<file path="src/cpt_pkg.sv">
// Behaviour
// - low_source_select 0 feeds slow oscillator, 1 feeds fast oscillator to prescaler.
// - ratio code 11 divides by 256, 10 by 32, 01 by 4, 00 by 1.
// - event mode ignores source select and ratio; external edges clock the counter.
// - run_bit 1 runs prescaler, counter decrements per divided clock; 0 stops it.
// - every 16-bit underflow sets underflow_flag and, with underflow_mask 1, raises the interrupt request.
// - underflow_mask gates only the request; the flag is always set.
// - toggle_output flips on each selected underflow, half the underflow rate.
// - output_enable 1 drives toggle onto output_pin; 0 holds the pin high.
// - pin gating follows output_enable directly; short pulses may appear, no resync.
// - while running, half-rate underflow toggle goes to serial interface regardless of enable.
// - reset leaves the fast oscillator switched off.
// - mode register holds chain, event, noise reject, edge polarity; all reset 0.
// - output_channel_select 1 picks high underflow, 0 low byte underflow; resets 0.
// - second register holds channel, output enable, both source selects; resets 0.
// - low byte borrow decrements the high byte in 16-bit mode.
// - on underflow the counter reloads from reload registers and keeps counting.
// - writing 1 to reload_strobe loads reload value; run_bit keeps the count.
// - reading low count nibble latches upper bits; software reads low first.
package cpt_pkg;

    // register addresses
    localparam logic [15:0] ADDR_MODE      = 16'hffc0;
    localparam logic [15:0] ADDR_OUTSRC    = 16'hffc1;
    localparam logic [15:0] ADDR_PRESC     = 16'hffc2;
    localparam logic [15:0] ADDR_RELOAD0   = 16'hffc4;
    localparam logic [15:0] ADDR_RELOAD1   = 16'hffc5;
    localparam logic [15:0] ADDR_RELOAD2   = 16'hffc6;
    localparam logic [15:0] ADDR_RELOAD3   = 16'hffc7;
    localparam logic [15:0] ADDR_DATA0     = 16'hffc8;
    localparam logic [15:0] ADDR_DATA1     = 16'hffc9;
    localparam logic [15:0] ADDR_DATA2     = 16'hffca;
    localparam logic [15:0] ADDR_DATA3     = 16'hffcb;
    localparam logic [15:0] ADDR_FLAG      = 16'hffe0;
    localparam logic [15:0] ADDR_MASK      = 16'hffe1;
    localparam logic [15:0] ADDR_OSC       = 16'hffe2;

    // mode register fields
    localparam int BIT_CHAIN    = 3;
    localparam int BIT_EVENT    = 2;
    localparam int BIT_NOISE    = 1;
    localparam int BIT_POLARITY = 0;
    // output and source register fields
    localparam int BIT_OUTPUT_CHANNEL_SELECT    = 3;
    localparam int BIT_OUTEN    = 2;
    localparam int BIT_SRC_HI   = 1;
    localparam int BIT_SRC_LO   = 0;
    // prescaler and run register fields
    localparam int BIT_RATIO_HI = 3;
    localparam int BIT_RATIO_LO = 2;
    localparam int BIT_RELOAD   = 1;
    localparam int BIT_RUN      = 0;

    // reset values
    localparam logic [3:0]  RST_NIBBLE = 4'h0;
    localparam logic [15:0] RST_WORD   = 16'h0000;

    // prescaler division ratios (terminal counts are ratio minus one)
    localparam logic [7:0] DIV_1_LAST   = 8'h00;
    localparam logic [7:0] DIV_4_LAST   = 8'h03;
    localparam logic [7:0] DIV_32_LAST  = 8'h1f;
    localparam logic [7:0] DIV_256_LAST = 8'hff;

    // sync stage count for external inputs
    localparam int SYNC_STAGES = 2;
    localparam int NUM_SYNC    = 3;
    localparam int SYNC_SLOW   = 0;
    localparam int SYNC_FAST   = 1;
    localparam int SYNC_EVENT  = 2;

    // register port request
    typedef struct packed {
        logic [15:0] addr;
        logic [3:0]  wdata;
        logic        wr;
        logic        rd;
    } cpt_bus_s;

endpackage

</file>
<file path="src/cpt_prescaler.sv">
`timescale 1ns/100ps
// divides a one-cycle source tick by 1, 4, 32 or 256
module cpt_prescaler
    import cpt_pkg::*;
(
    input  wire logic       ref_clk,
    input  wire logic       rst,
    input  wire logic       src_tick,
    input  wire logic       run,
    input  wire logic [1:0] ratio,
    output logic            div_tick
);

    logic [7:0] div_cnt;
    logic [7:0] last;

    // terminal count per ratio code
    always_comb begin
        case (ratio)
            2'b11:   last = DIV_256_LAST;
            2'b10:   last = DIV_32_LAST;
            2'b01:   last = DIV_4_LAST;
            default: last = DIV_1_LAST;
        endcase
    end

    // divider counter; stopped and cleared while not running
    always_ff @(posedge ref_clk) begin
        if (rst || !run) begin
            div_cnt <= 8'h00;
        end else if (src_tick) begin
            if (div_cnt >= last) begin
                div_cnt <= 8'h00;
            end else begin
                div_cnt <= div_cnt + 8'h01;
            end
        end
    end

    // divided tick pulse
    always_ff @(posedge ref_clk) begin
        if (rst) begin
            div_tick <= 1'b0;
        end else begin
            div_tick <= run && src_tick && (div_cnt >= last);
        end
    end

endmodule // cpt_prescaler

</file>
<file path="src/cpt_timer.sv">
`timescale 1ns/100ps
// 16-bit chained down-counter with prescaler, underflow flag and toggle output
module cpt_timer
    import cpt_pkg::*;
(
    input  wire logic       ref_clk,
    input  wire logic       rst,
    input  wire cpt_bus_s   bus,
    output logic [3:0]      rd_data,
    input  wire logic       slow_oscillator,
    input  wire logic       fast_oscillator,
    input  wire logic       event_input,
    output logic            fast_osc_enable,
    output logic            output_pin,
    output logic            serial_clk,
    output logic            irq
);

    // register state
    logic        chain_select;
    logic        event_mode_select;
    logic        noise_reject_enable;
    logic        edge_polarity;
    logic        output_channel_select;
    logic        output_enable;
    logic        high_source_select;
    logic        low_source_select;
    logic        ratio_bit_hi;
    logic        ratio_bit_lo;
    logic        run_bit;
    logic [7:0]  reload_low;
    logic [7:0]  reload_high;
    logic        underflow_flag;
    logic        underflow_mask;

    // counter state
    logic [15:0] count;
    logic [11:0] count_hold;
    logic        toggle_output;
    logic        serial_toggle;

    // synchroniser and edge detect state
    logic [NUM_SYNC-1:0] sync_in;
    logic [NUM_SYNC-1:0] sync_out;
    logic [NUM_SYNC-1:0] sync_prev;

    // combinational helpers
    logic        wr_mode;
    logic        wr_outsrc;
    logic        wr_presc;
    logic        reload_req;
    logic        rd_low_data;
    logic        src_tick;
    logic        presc_tick;
    logic        event_tick;
    logic        count_tick;
    logic        low_borrow;
    logic        full_underflow;
    logic        chan_underflow;
    logic [15:0] reload_value;
    logic [3:0]  next_rd_data;

    assign sync_in[SYNC_SLOW]  = slow_oscillator;
    assign sync_in[SYNC_FAST]  = fast_oscillator;
    assign sync_in[SYNC_EVENT] = event_input;

    // two-flop synchroniser per external input, plus a third stage for edges
    genvar gi;
    generate
        for (gi = 0; gi < NUM_SYNC; gi = gi + 1) begin : g_sync
            logic [SYNC_STAGES-1:0] chain;
            always_ff @(posedge ref_clk) begin
                if (rst) begin
                    chain          <= '0;
                    sync_prev[gi]  <= 1'b0;
                end else begin
                    chain          <= {chain[SYNC_STAGES-2:0], sync_in[gi]};
                    sync_prev[gi]  <= chain[SYNC_STAGES-1];
                end
            end
            assign sync_out[gi] = chain[SYNC_STAGES-1];
        end
    endgenerate

    // write decodes
    assign wr_mode    = bus.wr && (bus.addr == ADDR_MODE);
    assign wr_outsrc  = bus.wr && (bus.addr == ADDR_OUTSRC);
    assign wr_presc   = bus.wr && (bus.addr == ADDR_PRESC);
    assign reload_req = wr_presc && bus.wdata[BIT_RELOAD];

    // mode register
    always_ff @(posedge ref_clk) begin
        if (rst) begin
            chain_select        <= 1'b0;
            event_mode_select   <= 1'b0;
            noise_reject_enable <= 1'b0;
            edge_polarity       <= 1'b0;
        end else if (wr_mode) begin
            chain_select        <= bus.wdata[BIT_CHAIN];
            event_mode_select   <= bus.wdata[BIT_EVENT];
            noise_reject_enable <= bus.wdata[BIT_NOISE];
            edge_polarity       <= bus.wdata[BIT_POLARITY];
        end
    end

    // output and source select register
    always_ff @(posedge ref_clk) begin
        if (rst) begin
            output_channel_select <= 1'b0;
            output_enable         <= 1'b0;
            high_source_select    <= 1'b0;
            low_source_select     <= 1'b0;
        end else if (wr_outsrc) begin
            output_channel_select <= bus.wdata[BIT_OUTPUT_CHANNEL_SELECT];
            output_enable         <= bus.wdata[BIT_OUTEN];
            high_source_select    <= bus.wdata[BIT_SRC_HI];
            low_source_select     <= bus.wdata[BIT_SRC_LO];
        end
    end

    // prescaler ratio and run control
    always_ff @(posedge ref_clk) begin
        if (rst) begin
            ratio_bit_hi <= 1'b0;
            ratio_bit_lo <= 1'b0;
            run_bit      <= 1'b0;
        end else if (wr_presc) begin
            ratio_bit_hi <= bus.wdata[BIT_RATIO_HI];
            ratio_bit_lo <= bus.wdata[BIT_RATIO_LO];
            run_bit      <= bus.wdata[BIT_RUN];
        end
    end

    // reload registers, one nibble per address
    always_ff @(posedge ref_clk) begin
        if (rst) begin
            reload_low  <= 8'h00;
            reload_high <= 8'h00;
        end else if (bus.wr) begin
            case (bus.addr)
                ADDR_RELOAD0: reload_low[3:0]  <= bus.wdata;
                ADDR_RELOAD1: reload_low[7:4]  <= bus.wdata;
                ADDR_RELOAD2: reload_high[3:0] <= bus.wdata;
                ADDR_RELOAD3: reload_high[7:4] <= bus.wdata;
                default: ;
            endcase
        end
    end

    // underflow mask
    always_ff @(posedge ref_clk) begin
        if (rst) begin
            underflow_mask <= 1'b0;
        end else if (bus.wr && bus.addr == ADDR_MASK) begin
            underflow_mask <= bus.wdata[0];
        end
    end

    // fast oscillator switch, off after reset
    always_ff @(posedge ref_clk) begin
        if (rst) begin
            fast_osc_enable <= 1'b0;
        end else if (bus.wr && bus.addr == ADDR_OSC) begin
            fast_osc_enable <= bus.wdata[0];
        end
    end

    // source edge from the chosen oscillator
    always_comb begin
        if (low_source_select) begin
            src_tick = sync_out[SYNC_FAST] && !sync_prev[SYNC_FAST];
        end else begin
            src_tick = sync_out[SYNC_SLOW] && !sync_prev[SYNC_SLOW];
        end
    end

    cpt_prescaler u_presc (
        .ref_clk  (ref_clk),
        .rst      (rst),
        .src_tick (src_tick),
        .run      (run_bit),
        .ratio    ({ratio_bit_hi, ratio_bit_lo}),
        .div_tick (presc_tick)
    );

    // external event edge, rising when polarity is 1 else falling
    assign event_tick = edge_polarity ? (sync_out[SYNC_EVENT] && !sync_prev[SYNC_EVENT])
                                      : (!sync_out[SYNC_EVENT] && sync_prev[SYNC_EVENT]);

    // count clock; event mode bypasses source and ratio
    assign count_tick = run_bit && (event_mode_select ? event_tick : presc_tick);

    // borrow and underflow detection
    assign low_borrow     = count_tick && (count[7:0] == 8'h00);
    assign full_underflow = count_tick && (count == RST_WORD);
    assign chan_underflow = output_channel_select ? full_underflow : low_borrow;
    assign reload_value   = {reload_high, reload_low};

    // chained down-counter
    always_ff @(posedge ref_clk) begin
        if (rst) begin
            count <= RST_WORD;
        end else if (reload_req) begin
            count <= reload_value;
        end else if (full_underflow) begin
            count <= reload_value;
        end else if (count_tick) begin
            count[7:0] <= count[7:0] - 8'h01;
            if (low_borrow) begin
                count[15:8] <= count[15:8] - 8'h01;
            end
        end
    end

    // underflow flag; set wins over a write-one clear
    always_ff @(posedge ref_clk) begin
        if (rst) begin
            underflow_flag <= 1'b0;
        end else if (full_underflow) begin
            underflow_flag <= 1'b1;
        end else if (bus.wr && bus.addr == ADDR_FLAG && bus.wdata[0]) begin
            underflow_flag <= 1'b0;
        end
    end

    // interrupt request, mask gates only the request
    always_ff @(posedge ref_clk) begin
        if (rst) begin
            irq <= 1'b0;
        end else begin
            irq <= (underflow_flag || full_underflow) && underflow_mask;
        end
    end

    // pin toggle on selected underflow
    always_ff @(posedge ref_clk) begin
        if (rst) begin
            toggle_output <= 1'b0;
        end else if (chan_underflow) begin
            toggle_output <= !toggle_output;
        end
    end

    // serial clock toggle on full underflow while running
    always_ff @(posedge ref_clk) begin
        if (rst) begin
            serial_toggle <= 1'b0;
        end else if (full_underflow) begin
            serial_toggle <= !serial_toggle;
        end
    end

    assign serial_clk = serial_toggle;

    // pin gating, ungated by any resync so a short pulse may appear
    assign output_pin = output_enable ? toggle_output : 1'b1;

    // upper count bits held when the low nibble is read
    assign rd_low_data = bus.rd && (bus.addr == ADDR_DATA0);
    always_ff @(posedge ref_clk) begin
        if (rst) begin
            count_hold <= 12'h000;
        end else if (rd_low_data) begin
            count_hold <= count[15:4];
        end
    end

    // read mux
    always_comb begin
        next_rd_data = RST_NIBBLE;
        case (bus.addr)
            ADDR_MODE:    next_rd_data = {chain_select, event_mode_select,
                                          noise_reject_enable, edge_polarity};
            ADDR_OUTSRC:  next_rd_data = {output_channel_select, output_enable,
                                          high_source_select, low_source_select};
            ADDR_PRESC:   next_rd_data = {ratio_bit_hi, ratio_bit_lo, 1'b0, run_bit};
            ADDR_RELOAD0: next_rd_data = reload_low[3:0];
            ADDR_RELOAD1: next_rd_data = reload_low[7:4];
            ADDR_RELOAD2: next_rd_data = reload_high[3:0];
            ADDR_RELOAD3: next_rd_data = reload_high[7:4];
            ADDR_DATA0:   next_rd_data = count[3:0];
            ADDR_DATA1:   next_rd_data = count_hold[3:0];
            ADDR_DATA2:   next_rd_data = count_hold[7:4];
            ADDR_DATA3:   next_rd_data = count_hold[11:8];
            ADDR_FLAG:    next_rd_data = {3'b000, underflow_flag};
            ADDR_MASK:    next_rd_data = {3'b000, underflow_mask};
            ADDR_OSC:     next_rd_data = {3'b000, fast_osc_enable};
            default:      next_rd_data = RST_NIBBLE;
        endcase
    end

    // read data one cycle after the strobe, zero otherwise
    always_ff @(posedge ref_clk) begin
        if (rst) begin
            rd_data <= RST_NIBBLE;
        end else if (bus.rd) begin
            rd_data <= next_rd_data;
        end else begin
            rd_data <= RST_NIBBLE;
        end
    end

endmodule // cpt_timer

</file>
<file path="config.mk">
export PLATFORM = sky130hd
export DESIGN_NAME = cpt_timer
export DESIGN_NICKNAME = d
export VERILOG_FILES = /design/src/cpt_pkg.sv /design/src/cpt_prescaler.sv /design/src/cpt_timer.sv
export SDC_FILE = /design/constraint.sdc
export NUM_CORES = 1
export LEC_CHECK = 0
export BUFFER_PORTS_ARGS = -buffer_cell sky130_fd_sc_hd__buf_2
export CORE_MARGIN = 4
export CORE_UTILIZATION = 24
export DETAILED_ROUTE_END_ITERATION = 8
export GPL_TIMING_DRIVEN = 0
export PLACE_DENSITY_LB_ADDON = 0.1
export SYNTH_ARGS = -nofsm -noshare
export SYNTH_HDL_FRONTEND = slang
export SYNTH_HIERARCHICAL = 1
export SYNTH_SLANG_ARGS = --single-unit
</file>
<file path="constraint.sdc">
create_clock -name ref_clk -period 3.9 [get_ports ref_clk]
set_input_delay 0.39 -clock ref_clk [delete_from_list [all_inputs] [get_ports ref_clk]]
set_output_delay 0.39 -clock ref_clk [all_outputs]
set_load 0.02 [all_outputs]
</file>
==> results.txt, run 1 <==
The run finished with clean final reports. Class of the worst hold path: primary input to flop. The global routing met2 resource utilization is 0.2284. For the worst-skew pair, the clock arrives at the later sink with an insertion delay of 350 ps. Tracing the worst setup path back leads to its startpoint at count[0]. The congestion estimate from routability-driven global placement came to 0.7720.

On the critical path the largest part of the delay comes from simple AND/OR/NAND/NOR gates. For this design the ratio of total power to cell area is 362.3 nW/um^2. In the final timing run, aggregate negative setup slack is 0 ps. After synthesis the cells add up to 4409 um^2. The synthesized netlist net count is 528, and the number of DRC violations after detailed routing is 0.

The startpoint of the lowest-slack hold path was fast_oscillator. Synthesis instantiated 65 different standard cells from the library. The worst setup path is launched from a flop.

The H-tree was split into 3 levels. The total of cells resized after clock tree synthesis is 0. The tools report the area of the die as 20600 um^2. The number of max-capacitance violations reported was 0; the met3 usage was 0.02829.

The worst setup path is captured at a flop. By area the synthesized netlist is led by sky130_fd_sc_hd__dfxtp_1, sky130_fd_sc_hd__mux2i_1, sky130_fd_sc_hd__nor2_1, sky130_fd_sc_hd__nand2_1, sky130_fd_sc_hd__a21oi_1. TritonCTS created 9 clock buffers.

The most used flip-flop cell after synthesis is sky130_fd_sc_hd__dfxtp_1. Yosys mapped a number of flops with a built-in enable equal to 0. The worst voltage drop across the vdd grid was 0.1815 mV; the share of async-settable or async-resettable flops after synthesis was 0. After technology mapping, the gate count stands at 491. The final cycle utilization of the critical path was 0.5985. For the arrival time reported for the critical path endpoint, the log shows 2570 ps.

The logs give 0.4004 for the normalized max-slew margin and 3677 for the number of global-route vias before repair. The wire-length estimate of the detail-placed layout is 11140 um. The first TritonRoute pass finished after 7 iterations. The count of endpoints failing hold in the final timing report was 0; the number of antenna violations at the first check in global routing was 0. At the pin with the least slew margin, the transition time is 891.1 ps. Setup repair after global routing left no endpoint under its margin. The total power is 1.873 mW, and the clock slew at the register clock pins of the worst setup and hold paths is 70 ps. Setup violations remaining at the end of the flow were counted as 0. The average size of a mapped cell came out at 8.980 um^2.

The net switching fraction of the power is 0.2311. In this run the most used layer during global routing was met2. The chip height is 143.5 um. The run gives 49 as the site row count. The area overhead of the layout relative to synthesis was 17.25%. The tree is rooted in a sky130_fd_sc_hd__clkbuf_16. The critical path goes through inv_1, ha_1, or3b_1, buf_2, nor4_4, a22oi_4, buf_6, mux2i_1, o32ai_1. For this block, the routed nets add up to 14520 um of wire.

In this run the power spent charging and discharging nets is 0.4328 mW. TritonCTS built the clock tree. The logs give 0.2446 for the starting density of the core and 0.500 for the clock network fraction of total power. The run gives 0 as the number of max-slew violations in the final report. The longest clock path from root to sink contains 2 buffers.

Setup slack on the worst reg-to-reg path comes out at 1570 ps. For the maximum number of pins on one net before global-route repair, the log shows 15. The leading cell type in the layout, fill and taps excluded was sky130_fd_sc_hd__dfxtp_1.

The first global-routing pass estimated 22220 um of wire. The count of port buffers added during placement was 31. Timing would allow up to 428.4 MHz. For the combinational fraction of design power, the log shows 0.045. The average routed wire per standard cell is 18.93 um, and the met1 track demand over resource is 0.2009. The worst register-to-register path begins at count[0]. The sequential cell area fraction in the yosys report was 0.3768; the violation count after the first detailed-route iteration was 253. The tools report the total congestion overflow after global routing as 0. The type of the setup path with the least slack is flop to flop.

The region available for standard cell placement spans 18020 um^2. 35 I/O pins were placed. The logs give 0.455 for the part of the power in registers and 83 for the count of clock tree sinks.

In the layout the commonest cells are sky130_fd_sc_hd__dfxtp_1, sky130_fd_sc_hd__nor2_1, sky130_fd_sc_hd__nand2_1. The fraction of final layout cells with drive strength greater than 1 was 0.1468; the time the final worst path needs with I/O delays and setup was 2334 ps. Peak per-stage delay on the critical path: 400 ps. The repair_antennas step left the layout with diodes totalling 0. For the routed via count, the log shows 3813.

Buffers plus inverters on the worst setup path: 3. In this run the static leakage power is 2.049 nW. For the combined global-route utilization of all metal layers, the log shows 0.1444.

The critical-path cell with the highest stage delay is sky130_fd_sc_hd__dfxtp_1. The final worst clock skew was 5.850 ps. During synthesis, Yosys emitted a total of 6 warnings. The internal portion of total power came out at 1.440 mW. The hold-fix buffer count after cts is 0. The biggest area contributor in the post-synthesis netlist is sky130_fd_sc_hd__dfxtp_1.

The share of the synthesized area in the top cell type was 0.3768. In this run, synthesis produced a sequential element count of 83. For the worst path required time, the log shows 4130 ps. The via density per instance is 4.971.

The number of setup buffers added after CTS is 0. Post-detailed-route count of antenna-violating nets: 0. The maximum fanout count along the critical path is 10, and the final-stage net count is 570. The floorplan step set the die width to 143.5 um.
-- area by class of cell --
type                       count  area [um^2]
fill                        1940        12850
multi-input combinational    364         2561
sequential                    83         1662
tap                          229        286.5
clock buffer                  10        229.0
timing repair buffer          31        155.1
buffer                        26        118.9
clock inverter                 6        90.09
inverter                      18        67.56
-- sequential cells by signal, summed over array words and instances, names as in the netlist, 3 cells and up --
name,flops
count,16
reload_high,8
count_hold,12
g_sync.chain,6
rd_data,4
u_presc/div_cnt,8
sync_prev,3
reload_low,8
-- path summary, 6_finish.rpt --
kind / cells past startpoint / end
setup / recovery: 9 / count[4]
hold / removal: 2 / g_sync[1].chain[0]
hold reg to reg: 1 / g_sync[2].chain[1]
setup reg to reg: 9 / count[4]
-- per-layer routing --
metal / vias up / share of wire
met5: - / 0
met4: 0 / 0.011
met3: 13 / 0.047
met2: 82 / 0.45
met1: 1842 / 0.49
li1: 1876 / -
-- power by group through the flow --
stage                     Combinational [mW]  Sequential, mW  Clock, mW
after floorplan                       0.0443           0.871          0
after global routing                  0.0908           0.852      0.999
after global placement                0.0844           0.871          0
after CTS                             0.0846           0.852      0.964
final                                 0.0845           0.852      0.937
after detailed placement              0.0842           0.871          0
-- kinds of logic (layout without fill, tap and decap cells) --
family	after synthesis	count (layout)	share of synthesized area
xor gates and xnor gates	6	6	0.01192
muxes	49	49	0.1203
adders and majority gates	10	10	0.02838
buffers and inverters	44	91	0.04228
AOI/OAI and AO/OA	103	103	0.1723
and+or+nand+nor	196	196	0.2480
DFF	83	83	0.3768
-- cell usage after synthesis (3+ instances only) --
cell,n
sky130_fd_sc_hd__nor2b_1,16
sky130_fd_sc_hd__nor3_1,6
sky130_fd_sc_hd__nor2_1,47
sky130_fd_sc_hd__ha_1,10
sky130_fd_sc_hd__clkbuf_1,19
sky130_fd_sc_hd__o21ai_0,15
sky130_fd_sc_hd__nand3_1,16
sky130_fd_sc_hd__a22o_1,4
sky130_fd_sc_hd__mux4_2,3
sky130_fd_sc_hd__nor4_1,11
sky130_fd_sc_hd__inv_1,18
sky130_fd_sc_hd__a31oi_1,3
sky130_fd_sc_hd__and3_1,4
sky130_fd_sc_hd__a21oi_1,32
sky130_fd_sc_hd__a211oi_1,5
sky130_fd_sc_hd__buf_2,5
sky130_fd_sc_hd__mux2i_1,44
sky130_fd_sc_hd__dfxtp_1,83
sky130_fd_sc_hd__a21o_1,3
sky130_fd_sc_hd__nand2b_1,10
sky130_fd_sc_hd__or3_1,4
sky130_fd_sc_hd__a22oi_1,3
sky130_fd_sc_hd__nand4_1,4
sky130_fd_sc_hd__nand2_1,45
sky130_fd_sc_hd__o22ai_1,3
sky130_fd_sc_hd__a31o_2,3
sky130_fd_sc_hd__xor2_1,4
sky130_fd_sc_hd__o32ai_1,7
sky130_fd_sc_hd__nor4_4,4
sky130_fd_sc_hd__nand3b_1,10
-- through the flow --
step | setup slack [ps] | hold WS, ps | util | cell area (um^2) | instances
after global routing | 1413 | 259.7 | 0.2868 | 5170 | 767
after CTS | 1547 | 236.1 | 0.2868 | 5170 | 767
after global placement | 1414 | 421.7 | 0.2691 | 4851 | 751
after detailed placement | 1395 | 423.9 | 0.2691 | 4851 | 751
final | 1566 | 249.2 | 0.2868 | 5170 | 767
after floorplan | 1845 | 411.1 | - | 4409 | 491
(Power assumes the default switching activity.)
==> run 2, diff against run 1 <==
--- a/config.mk
+++ b/config.mk
@@ -5,6 +5,7 @@
 export SDC_FILE = /design/constraint.sdc
 export NUM_CORES = 1
 export LEC_CHECK = 0
+export ABC_AREA = 1
 export BUFFER_PORTS_ARGS = -buffer_cell sky130_fd_sc_hd__buf_2
 export CORE_MARGIN = 4
 export CORE_UTILIZATION = 24
==> constraint.sdc (replaced) <==
create_clock -name ref_clk -period 2.3 [get_ports ref_clk]
set_input_delay 0.23 -clock ref_clk [delete_from_list [all_inputs] [get_ports ref_clk]]
set_output_delay 0.23 -clock ref_clk [all_outputs]
set_load 0.02 [all_outputs]
==> results.txt, run 2 <==
Number of global-route vias before repair: 3898 (+6.0%). For the number of library cell types mapped by synthesis, the log shows 39 (-40%). The run gives 5 (-2) as the total iterations of the first detailed-routing run. The flow ran to the end, and the final reports show no timing, DRC or antenna violations. Area of the die: 21080 um^2 (+2.3%). Number of antenna violations at the first check in global routing: 0 (unchanged). The routed via count is 4144 (+8.7%), and the slew of the pin with the lowest slew margin is 661.6 ps (-229.6 ps).

The synthesized flop and latch total was 83 (unchanged); the combined global-route utilization of all metal layers was 0.1341 (-0.01024). The total congestion overflow after global routing is 0 (unchanged), and the maximum buffer depth of the clock tree is 2 (unchanged). The total power per unit cell area works out to 577.3 nW/um^2 (+59%). The tools report the hold-fix buffer count after cts as 0 (unchanged).

The critical path endpoint category is a flop. The tools report the half-perimeter wire length of the detailed placement result as 11040 um (-0.85%). In this run the critical register-to-register path is launched from count[1]. Post-detailed-route count of antenna-violating nets: 0 (unchanged). The number of DRC violations after detailed routing was 0 (unchanged).

The total number of yosys warnings was 6 (unchanged). By startpoint and endpoint, the worst setup path is classified as flop to flop. The I/O pin count came out at 35 (unchanged).

The number of max-capacitance violations reported was 0 (unchanged); the area overhead of the layout relative to synthesis was 16.48%. The signal on the critical path passes through inv_1, ha_1, nand2_1, nor2_2, nand2_1, nor2_2, nand2_4, nand2_4, buf_6, nand2_1, o21ai_1, a21oi_1. The via density per instance works out to 4.499 (-9.5%). The clock latency of the later-clocked register in the worst-skew pair is 350 ps (about the same). The tools report the clock tree root driver cell as sky130_fd_sc_hd__clkbuf_16.

The cell count after synthesis is 642 (+31%). Leaving out fill and tap cells, the most frequent cells in the layout are sky130_fd_sc_hd__nand2_1, sky130_fd_sc_hd__inv_1, sky130_fd_sc_hd__nor2_1. Number of cells traversed by the worst register-to-register path: 12 (+3). Setup repair after global routing left no endpoint under its margin. The buffers plus inverters on the worst setup path is 2 (-1), and the count of port buffers added during placement is 34 (+9.7%).

The antenna diode count was 0 (unchanged); the count of endpoints failing hold in the final timing report was 0 (unchanged). The final-stage net count is 724 (+27%), and the cell depth of the worst setup path is 12 (+3). The average routed wire per standard cell came out at 15.37 um (-19%).

The final weighted congestion in routability-driven placement is 0.8415 (+9.0%), and the worst setup slack for register-to-register paths is 380 ps (-1190 ps). The share of async-settable or async-resettable flops after synthesis came out at 0 (unchanged). The critical path capture point was count[13]. Class of the worst hold path: primary input to flop. Wire length of the first global-routing pass: 21910 um (-1.4%). Among cell families on the critical path, the largest total delay comes from simple AND/OR/NAND/NOR gates.

The core outline area came out at 18210 um^2 (+1.0%). For the worst hold-check slack, the log shows 85.07 ps (-164.1 ps). Sorting the synthesized cells by area gives the leading types as sky130_fd_sc_hd__dfxtp_1, sky130_fd_sc_hd__nand2_1, sky130_fd_sc_hd__inv_1, sky130_fd_sc_hd__nor2_1, sky130_fd_sc_hd__nand3_1. The biggest area consumer among synthesized cells was sky130_fd_sc_hd__dfxtp_1. The endpoint identified for the worst register-to-register timing path is count[13]. The run gives 0 (unchanged) as the number of setup buffers added after CTS. The run gives 2540 ps (-1590 ps) as the worst path required time.

The maximum fanout count along the critical path works out to 10 (unchanged). The normalized max-slew margin is 0.5590 (+0.1585), and the setup violation total in the final timing report is 0 (unchanged). The tools report the final worst clock skew as 8.269 ps (+2.420 ps). The register with the most flip-flops is count. The count of clock tree sinks is 83 (unchanged). TritonCTS built the clock tree. The time the final worst path needs with I/O delays and setup came out at 1924 ps (-410.6 ps). The static leakage was 2.163 nW (+5.5%); the die width was 145.2 um (+1.1%).

The critical-path cell with the highest stage delay is sky130_fd_sc_hd__dfxtp_1. Average size of a mapped cell: 7.036 um^2 (-22%). The total CTS buffers was 9 (unchanged). The synthesized netlist net count was 679 (+29%); the final wirelength was 14150 um (-2.5%).

The flip-flop count of the largest register after layout is 16 (unchanged). The netlist area before placement is 4517 um^2 (+2.4%). The peak per-stage delay on the critical path was 340 ps (-60 ps). The maximum number of pins on one net before global-route repair is 14 (-1).

The number of max-slew violations in the final report came out at 0 (unchanged). The chip height is 145.2 um (+1.1%). In the final layout, the registers with the most flip-flops are count: 16 flops, count_hold: 12 flops.

The clock slew at the register clock pins of the worst setup and hold paths is 60 ps (about the same), and the number of levels in the clock H-tree is 3 (unchanged). The number of enable flip-flop cells after synthesis works out to 0 (unchanged). The predominant post-synthesis flop cell was sky130_fd_sc_hd__dfxtp_1. The final cycle utilization of the critical path is 0.8364 (+0.2379). The run gives 2160 ps (-410 ps) as the arrival time reported for the critical path endpoint. Ranked by instance count, the synthesized netlist is headed by sky130_fd_sc_hd__nand2_1, sky130_fd_sc_hd__inv_1, sky130_fd_sc_hd__nor2_1, sky130_fd_sc_hd__dfxtp_1, sky130_fd_sc_hd__nand3_1. The logs give 49 (unchanged) for the site row count and 0.2481 (+0.003439) for the starting density of the core. The share of the synthesized area in the top cell type was 0.3679 (-0.008977).

For the count of fill cells added during filler insertion, the log shows 2005 (+3.4%). In this design, the critical path's most frequently occurring cell is sky130_fd_sc_hd__nand2_1. Leaving out fill and tap cells, the most frequent cell in the layout is sky130_fd_sc_hd__nand2_1. STA classifies the critical path startpoint as a flop. The total negative slack is 0 ps (unchanged). In this run the worst setup path begins at count[1]. The total of cells resized after clock tree synthesis was 0 (unchanged); the worst voltage drop across the vdd grid was 0.3140 mV (+73%). The run gives 275 (+8.7%) as the violation count after the first detailed-route iteration. sky130_fd_sc_hd__nand2_1 is the most common cell in the netlist. The sequential cell area fraction in the yosys report was 0.3679 (-0.008977). The fraction of final layout cells with drive strength greater than 1 came out at 0.1373 (-0.009557).

For the achievable frequency, the log shows 519.8 MHz (+21%).
[run 2: cell types whose count changed after synthesis, moves of 9 or more]
cell | before | now
sky130_fd_sc_hd__a21oi_1 | 32 | 49
sky130_fd_sc_hd__nand2_1 | 45 | 104
sky130_fd_sc_hd__o21ai_0 | 15 | 40
sky130_fd_sc_hd__nor4_1 | 11 | 0
sky130_fd_sc_hd__inv_1 | 18 | 99
sky130_fd_sc_hd__nand4_1 | 4 | 13
sky130_fd_sc_hd__nand2b_1 | 10 | 0
sky130_fd_sc_hd__o21ai_1 | 1 | 15
sky130_fd_sc_hd__nor2b_1 | 16 | 0
sky130_fd_sc_hd__nand3_1 | 16 | 50
sky130_fd_sc_hd__clkbuf_1 | 19 | 8
sky130_fd_sc_hd__nor2_1 | 47 | 84
sky130_fd_sc_hd__mux2i_1 | 44 | 0
[run 2: cell families after synthesis]
group / share of synthesized area
and+or+nand+nor: 0.3036
AOI/OAI and AO/OA: 0.1540
buffers and inverters: 0.1197
DFF: 0.3679
xor gates and xnor gates: 0.02715
adders and majority gates: 0.02770
[run 2: worst register-to-register path, stage by stage (launching register included)]
cell,delay [ps]
sky130_fd_sc_hd__dfxtp_1,340
sky130_fd_sc_hd__inv_1,100
sky130_fd_sc_hd__ha_1,190
sky130_fd_sc_hd__nand2_1,130
sky130_fd_sc_hd__nor2_2,180
sky130_fd_sc_hd__nand2_1,80
sky130_fd_sc_hd__nor2_2,160
sky130_fd_sc_hd__nand2_4,100
sky130_fd_sc_hd__nand2_4,100
sky130_fd_sc_hd__buf_6,140
sky130_fd_sc_hd__nand2_1,80
sky130_fd_sc_hd__o21ai_1,120
sky130_fd_sc_hd__a21oi_1,90
[run 2: worst min path at each step]
stage	from	endpoint	slack [ps]	cells after the start
2_1_floorplan	slow_oscillator	g_sync[0].chain[0]	340	2
3_3_place_gp	g_sync[0].chain[0]	g_sync[0].chain[1]	390	2
3_5_place_dp	g_sync[2].chain[0]	g_sync[2].chain[1]	400	2
4_1_cts	slow_oscillator	g_sync[0].chain[0]	80	3
5_1_grt	slow_oscillator	g_sync[0].chain[0]	100	3
6_report	slow_oscillator	g_sync[0].chain[0]	90	3
[run 2: area by class of cell]
cell class,instances,area [um^2],share of cell area
buffer,21,157.7,0.02996
clock buffer,12,236.5,0.04495
clock inverter,4,51.30,0.009750
inverter,102,382.9,0.07277
multi-input combinational,436,2315,0.4400
sequential,83,1662,0.3158
tap,229,286.5,0.05446
timing repair buffer,34,170.2,0.03234
[run 2: through the flow]
step | cell area, um^2 | total power [mW] | utilization | instances | worst slack (ps)
3_5_place_dp | 4974 | 1.611 | 0.2731 | 905 | 392.1
2_1_floorplan | 4517 | 1.543 | - | 642 | 750.1
3_3_place_gp | 4974 | 1.608 | 0.2731 | 905 | 394.6
5_1_grt | 5261 | 3.138 | 0.2889 | 921 | 126.4
6_report | 5261 | 3.037 | 0.2889 | 921 | 376.3
4_1_cts | 5261 | 3.080 | 0.2889 | 921 | 369.3
[run 2: layer usage]
layer / share of wire / GRT usage / wire (um) / vias up
met5: 0 / 0 / 0 / -
met4: 0.018 / 0.04796 / 258 / 0
met3: 0.043 / 0.02526 / 602 / 19
met2: 0.43 / 0.2056 / 6155 / 74
met1: 0.50 / 0.1887 / 7137 / 1886
li1: - / - / - / 2165
[run 2: where the power goes]
group          total, mW  switching [mW]  internal, mW
Sequential          1.45         0.00201          1.44
Clock               1.46           0.616         0.843
Combinational      0.133          0.0952        0.0374
Total               3.04           0.713          2.32
==> run 3, diff against run 2 <==
==> constraint.sdc (replaced) <==
create_clock -name ref_clk -period 1.65 [get_ports ref_clk]
set_input_delay 0.165 -clock ref_clk [delete_from_list [all_inputs] [get_ports ref_clk]]
set_output_delay 0.165 -clock ref_clk [all_outputs]
set_load 0.02 [all_outputs]
==> results.txt, run 3 (synthesized netlist as in run 2, its figures left out) <==
The run finished, with violations left. The final reports fail on setup timing. The number of max-capacitance violations reported came out at 0 (unchanged).

The arrival time reported for the critical path endpoint is 1970 ps (-190 ps). The net switching fraction of the power came out at 0.2338 (-0.001088). Time the final worst path needs with I/O delays and setup: 1689 ps (-234.7 ps).

The logs give 21080 um^2 (unchanged) for the area of the die and 4342 (+4.8%) for the routed via count. The area overhead of the layout relative to synthesis works out to 27.87%. The type of the setup path with the least slack is flop to flop. The hold-fix buffer count after cts is 0 (unchanged). The achievable frequency was 592.1 MHz (+14%). The total power per unit cell area came out at 733.0 nW/um^2 (+27%). The final weighted congestion in routability-driven placement was 0.8415 (unchanged).

The final cycle utilization of the critical path is 1.024 (+0.1872). The run gives 0 (unchanged) as the number of DRC violations after detailed routing. The run gives 0.046 (+0.002) as the combinational fraction of design power.

The critical path endpoint category was a flop. Starting density of the core: 0.2481 (unchanged). For the clock latency of the later-clocked register in the worst-skew pair, the log shows 350 ps (about the same).

The core outline area came out at 18210 um^2 (unchanged). The run gives 22630 um (+3.3%) as the wire length of the first global-routing pass. The tools report the final wirelength as 14880 um (+5.1%). The number of global-route vias before repair is 4016 (+3.0%). For the antenna diode count, the log shows 0 (unchanged). count holds more flip-flops than any other register. Static leakage: 2.353 nW (+8.8%). The logs give 0.4372 mV (+39%) for the worst voltage drop across the vdd grid and 3.244 mW (+40%) for the internal portion of total power. The run gives 49 (unchanged) as the site row count.

The tools report the I/O pin count as 35 (unchanged). Setup violation total in the final timing report: 14 (+14). The clock tree root driver cell is sky130_fd_sc_hd__clkbuf_16. Worst path required time: 1930 ps (-610 ps).

For the combined global-route utilization of all metal layers, the log shows 0.1383 (+0.004134). The worst hold-check slack was 21.18 ps (-63.89 ps). The count of port buffers added during placement is 34 (unchanged), and the worst setup slack for register-to-register paths is -40 ps (-420 ps). The die width works out to 145.2 um (unchanged).

The largest registers in the layout are count: 16 flops, count_hold: 12 flops. The fraction of final layout cells with drive strength greater than 1 is 0.2423 (+0.1050). The peak per-stage delay on the critical path works out to 340 ps (about the same). The final worst clock skew was 7.269 ps (-1.001 ps); the flip-flop count of the largest register after layout was 16 (unchanged). Among all stages on the critical path, the largest delay is contributed by sky130_fd_sc_hd__dfxtp_2. The setup slack of the critical path after layout was -39.00 ps (-415.3 ps). The tools report the total negative slack as -300.4 ps (-300.4 ps). For the maximum number of pins on one net before global-route repair, the log shows 14 (unchanged). The tools report the number of levels in the clock H-tree as 3 (unchanged).

For the total iterations of the first detailed-routing run, the log shows 5 (unchanged). The clock slew at the register clock pins of the worst setup and hold paths was 60 ps (about the same). Total power: 4.234 mW (+39%).

The library cells used most frequently in the layout, excluding fill and tap cells, are sky130_fd_sc_hd__nand2_1, sky130_fd_sc_hd__inv_1, sky130_fd_sc_hd__nor2_1. The switching power summed over all nets is 0.9896 mW (+39%). TritonCTS built the clock tree. The final-stage net count is 746 (+3.0%), and the total CTS buffers is 9 (unchanged). The run gives 0 (unchanged) as the post-detailed-route count of antenna-violating nets. The run gives 0.5402 (-0.01872) as the normalized max-slew margin. Average routed wire per standard cell: 15.78 um (+2.7%). The slew of the pin with the lowest slew margin was 689.6 ps (+28.08 ps). The half-perimeter wire length of the detailed placement result was 11040 um (unchanged); the maximum buffer depth of the clock tree was 2 (unchanged). The tools report the count of clock tree sinks as 83 (unchanged).

The via density per instance was 4.604 (+2.3%). For the part of the power in registers, the log shows 0.476 (about the same). The maximum fanout count along the critical path works out to 5 (-5). Setup repair after global routing could not meet its margin everywhere. The leading cell type in the layout, fill and taps excluded is sky130_fd_sc_hd__nand2_1. The number of max-slew violations in the final report is 0 (unchanged). The tightest min-delay check is of the primary input to flop type.

The tools report the total congestion overflow after global routing as 0 (unchanged). Traced cell by cell, the critical path runs through inv_2, ha_4, nand4_1, nor2_4, nand2_4, buf_8, buf_12, nand3_1, nand3_2, a21oi_2. Fraction of the core area covered by cells at the end of the flow: 0.3172 (+0.02824). STA classifies the critical path startpoint as a flop. The number of antenna violations at the first check in global routing came out at 0 (unchanged).

The run gives 0.478 (-0.002) as the clock network fraction of total power. The chip height came out at 145.2 um (unchanged). The count of endpoints failing hold in the final timing report is 0 (unchanged). The violation count after the first detailed-route iteration came out at 265 (-3.6%).
[run 3: cell types whose count changed in the layout (fill, tap and decap cells not counted), sizes merged]
cell | before | now
buf | 46 | 67
clkbuf | 20 | 21
[run 3: final timing paths]
check                startpoint                  to  cells after the start
min             slow_oscillator  g_sync[0].chain[0]                      3
min reg2reg  g_sync[0].chain[0]  g_sync[0].chain[1]                      2
max                    count[8]            count[4]                     10
max reg2reg            count[8]            count[4]                     10
[run 3: final cells by class]
type	count	area [um^2]
fillers	1975	12430
plain buffers	21	178.9
repair buffers	56	432.9
clock buffers	12	236.5
clock inverters	4	51.30
well taps	229	286.5
flip-flops and latches	83	1674
inverters	102	382.9
multi-input cells	436	2532
[run 3: through the flow]
stage / setup slack [ps] / instances / cell area (um^2)
6_report: -39.00 / 943 / 5776
5_1_grt: -113.7 / 943 / 5776
4_1_cts: -72.10 / 934 / 5523
3_5_place_dp: -257.9 / 905 / 4974
3_3_place_gp: -255.4 / 905 / 4974
2_1_floorplan: 100.1 / 642 / 4517
[run 3: worst max-delay path, delay by kind of cell (launching register included)]
family                     cells  cell delay (ps)
and+or+nand+nor                5              630
adders and majority gates      1              150
buffers and inverters          3              370
DFF                            1              340
AOI/OAI and AO/OA              1              130
[run 3: power by group through the flow]
stage / clock, mW / sequential (mW) / combinational (mW)
floorplan: 0 / 2.06 / 0.0915
global placement: 0 / 2.06 / 0.183
detailed placement: 0 / 2.06 / 0.185
CTS: 2.09 / 2.01 / 0.187
global route: 2.16 / 2.01 / 0.215
finish: 2.03 / 2.02 / 0.193
[run 3: timing repair]
item | in CTS | in global routing
setup buffers | 11 | 8
pin swaps | 14 | 18
gates cloned | 2 | 1
gates resized for setup | 31 | 45
setup endpoints to repair | 27 | 28
[run 3: routing by layer]
metal / vias to the layer above / wire (um) / GRT usage
li1: 2212 / - / -
met3: 17 / 537 / 0.02370
met1: 2025 / 7387 / 0.1948
met5: - / 0 / 0
met2: 88 / 6733 / 0.2155
met4: 0 / 218 / 0.04511
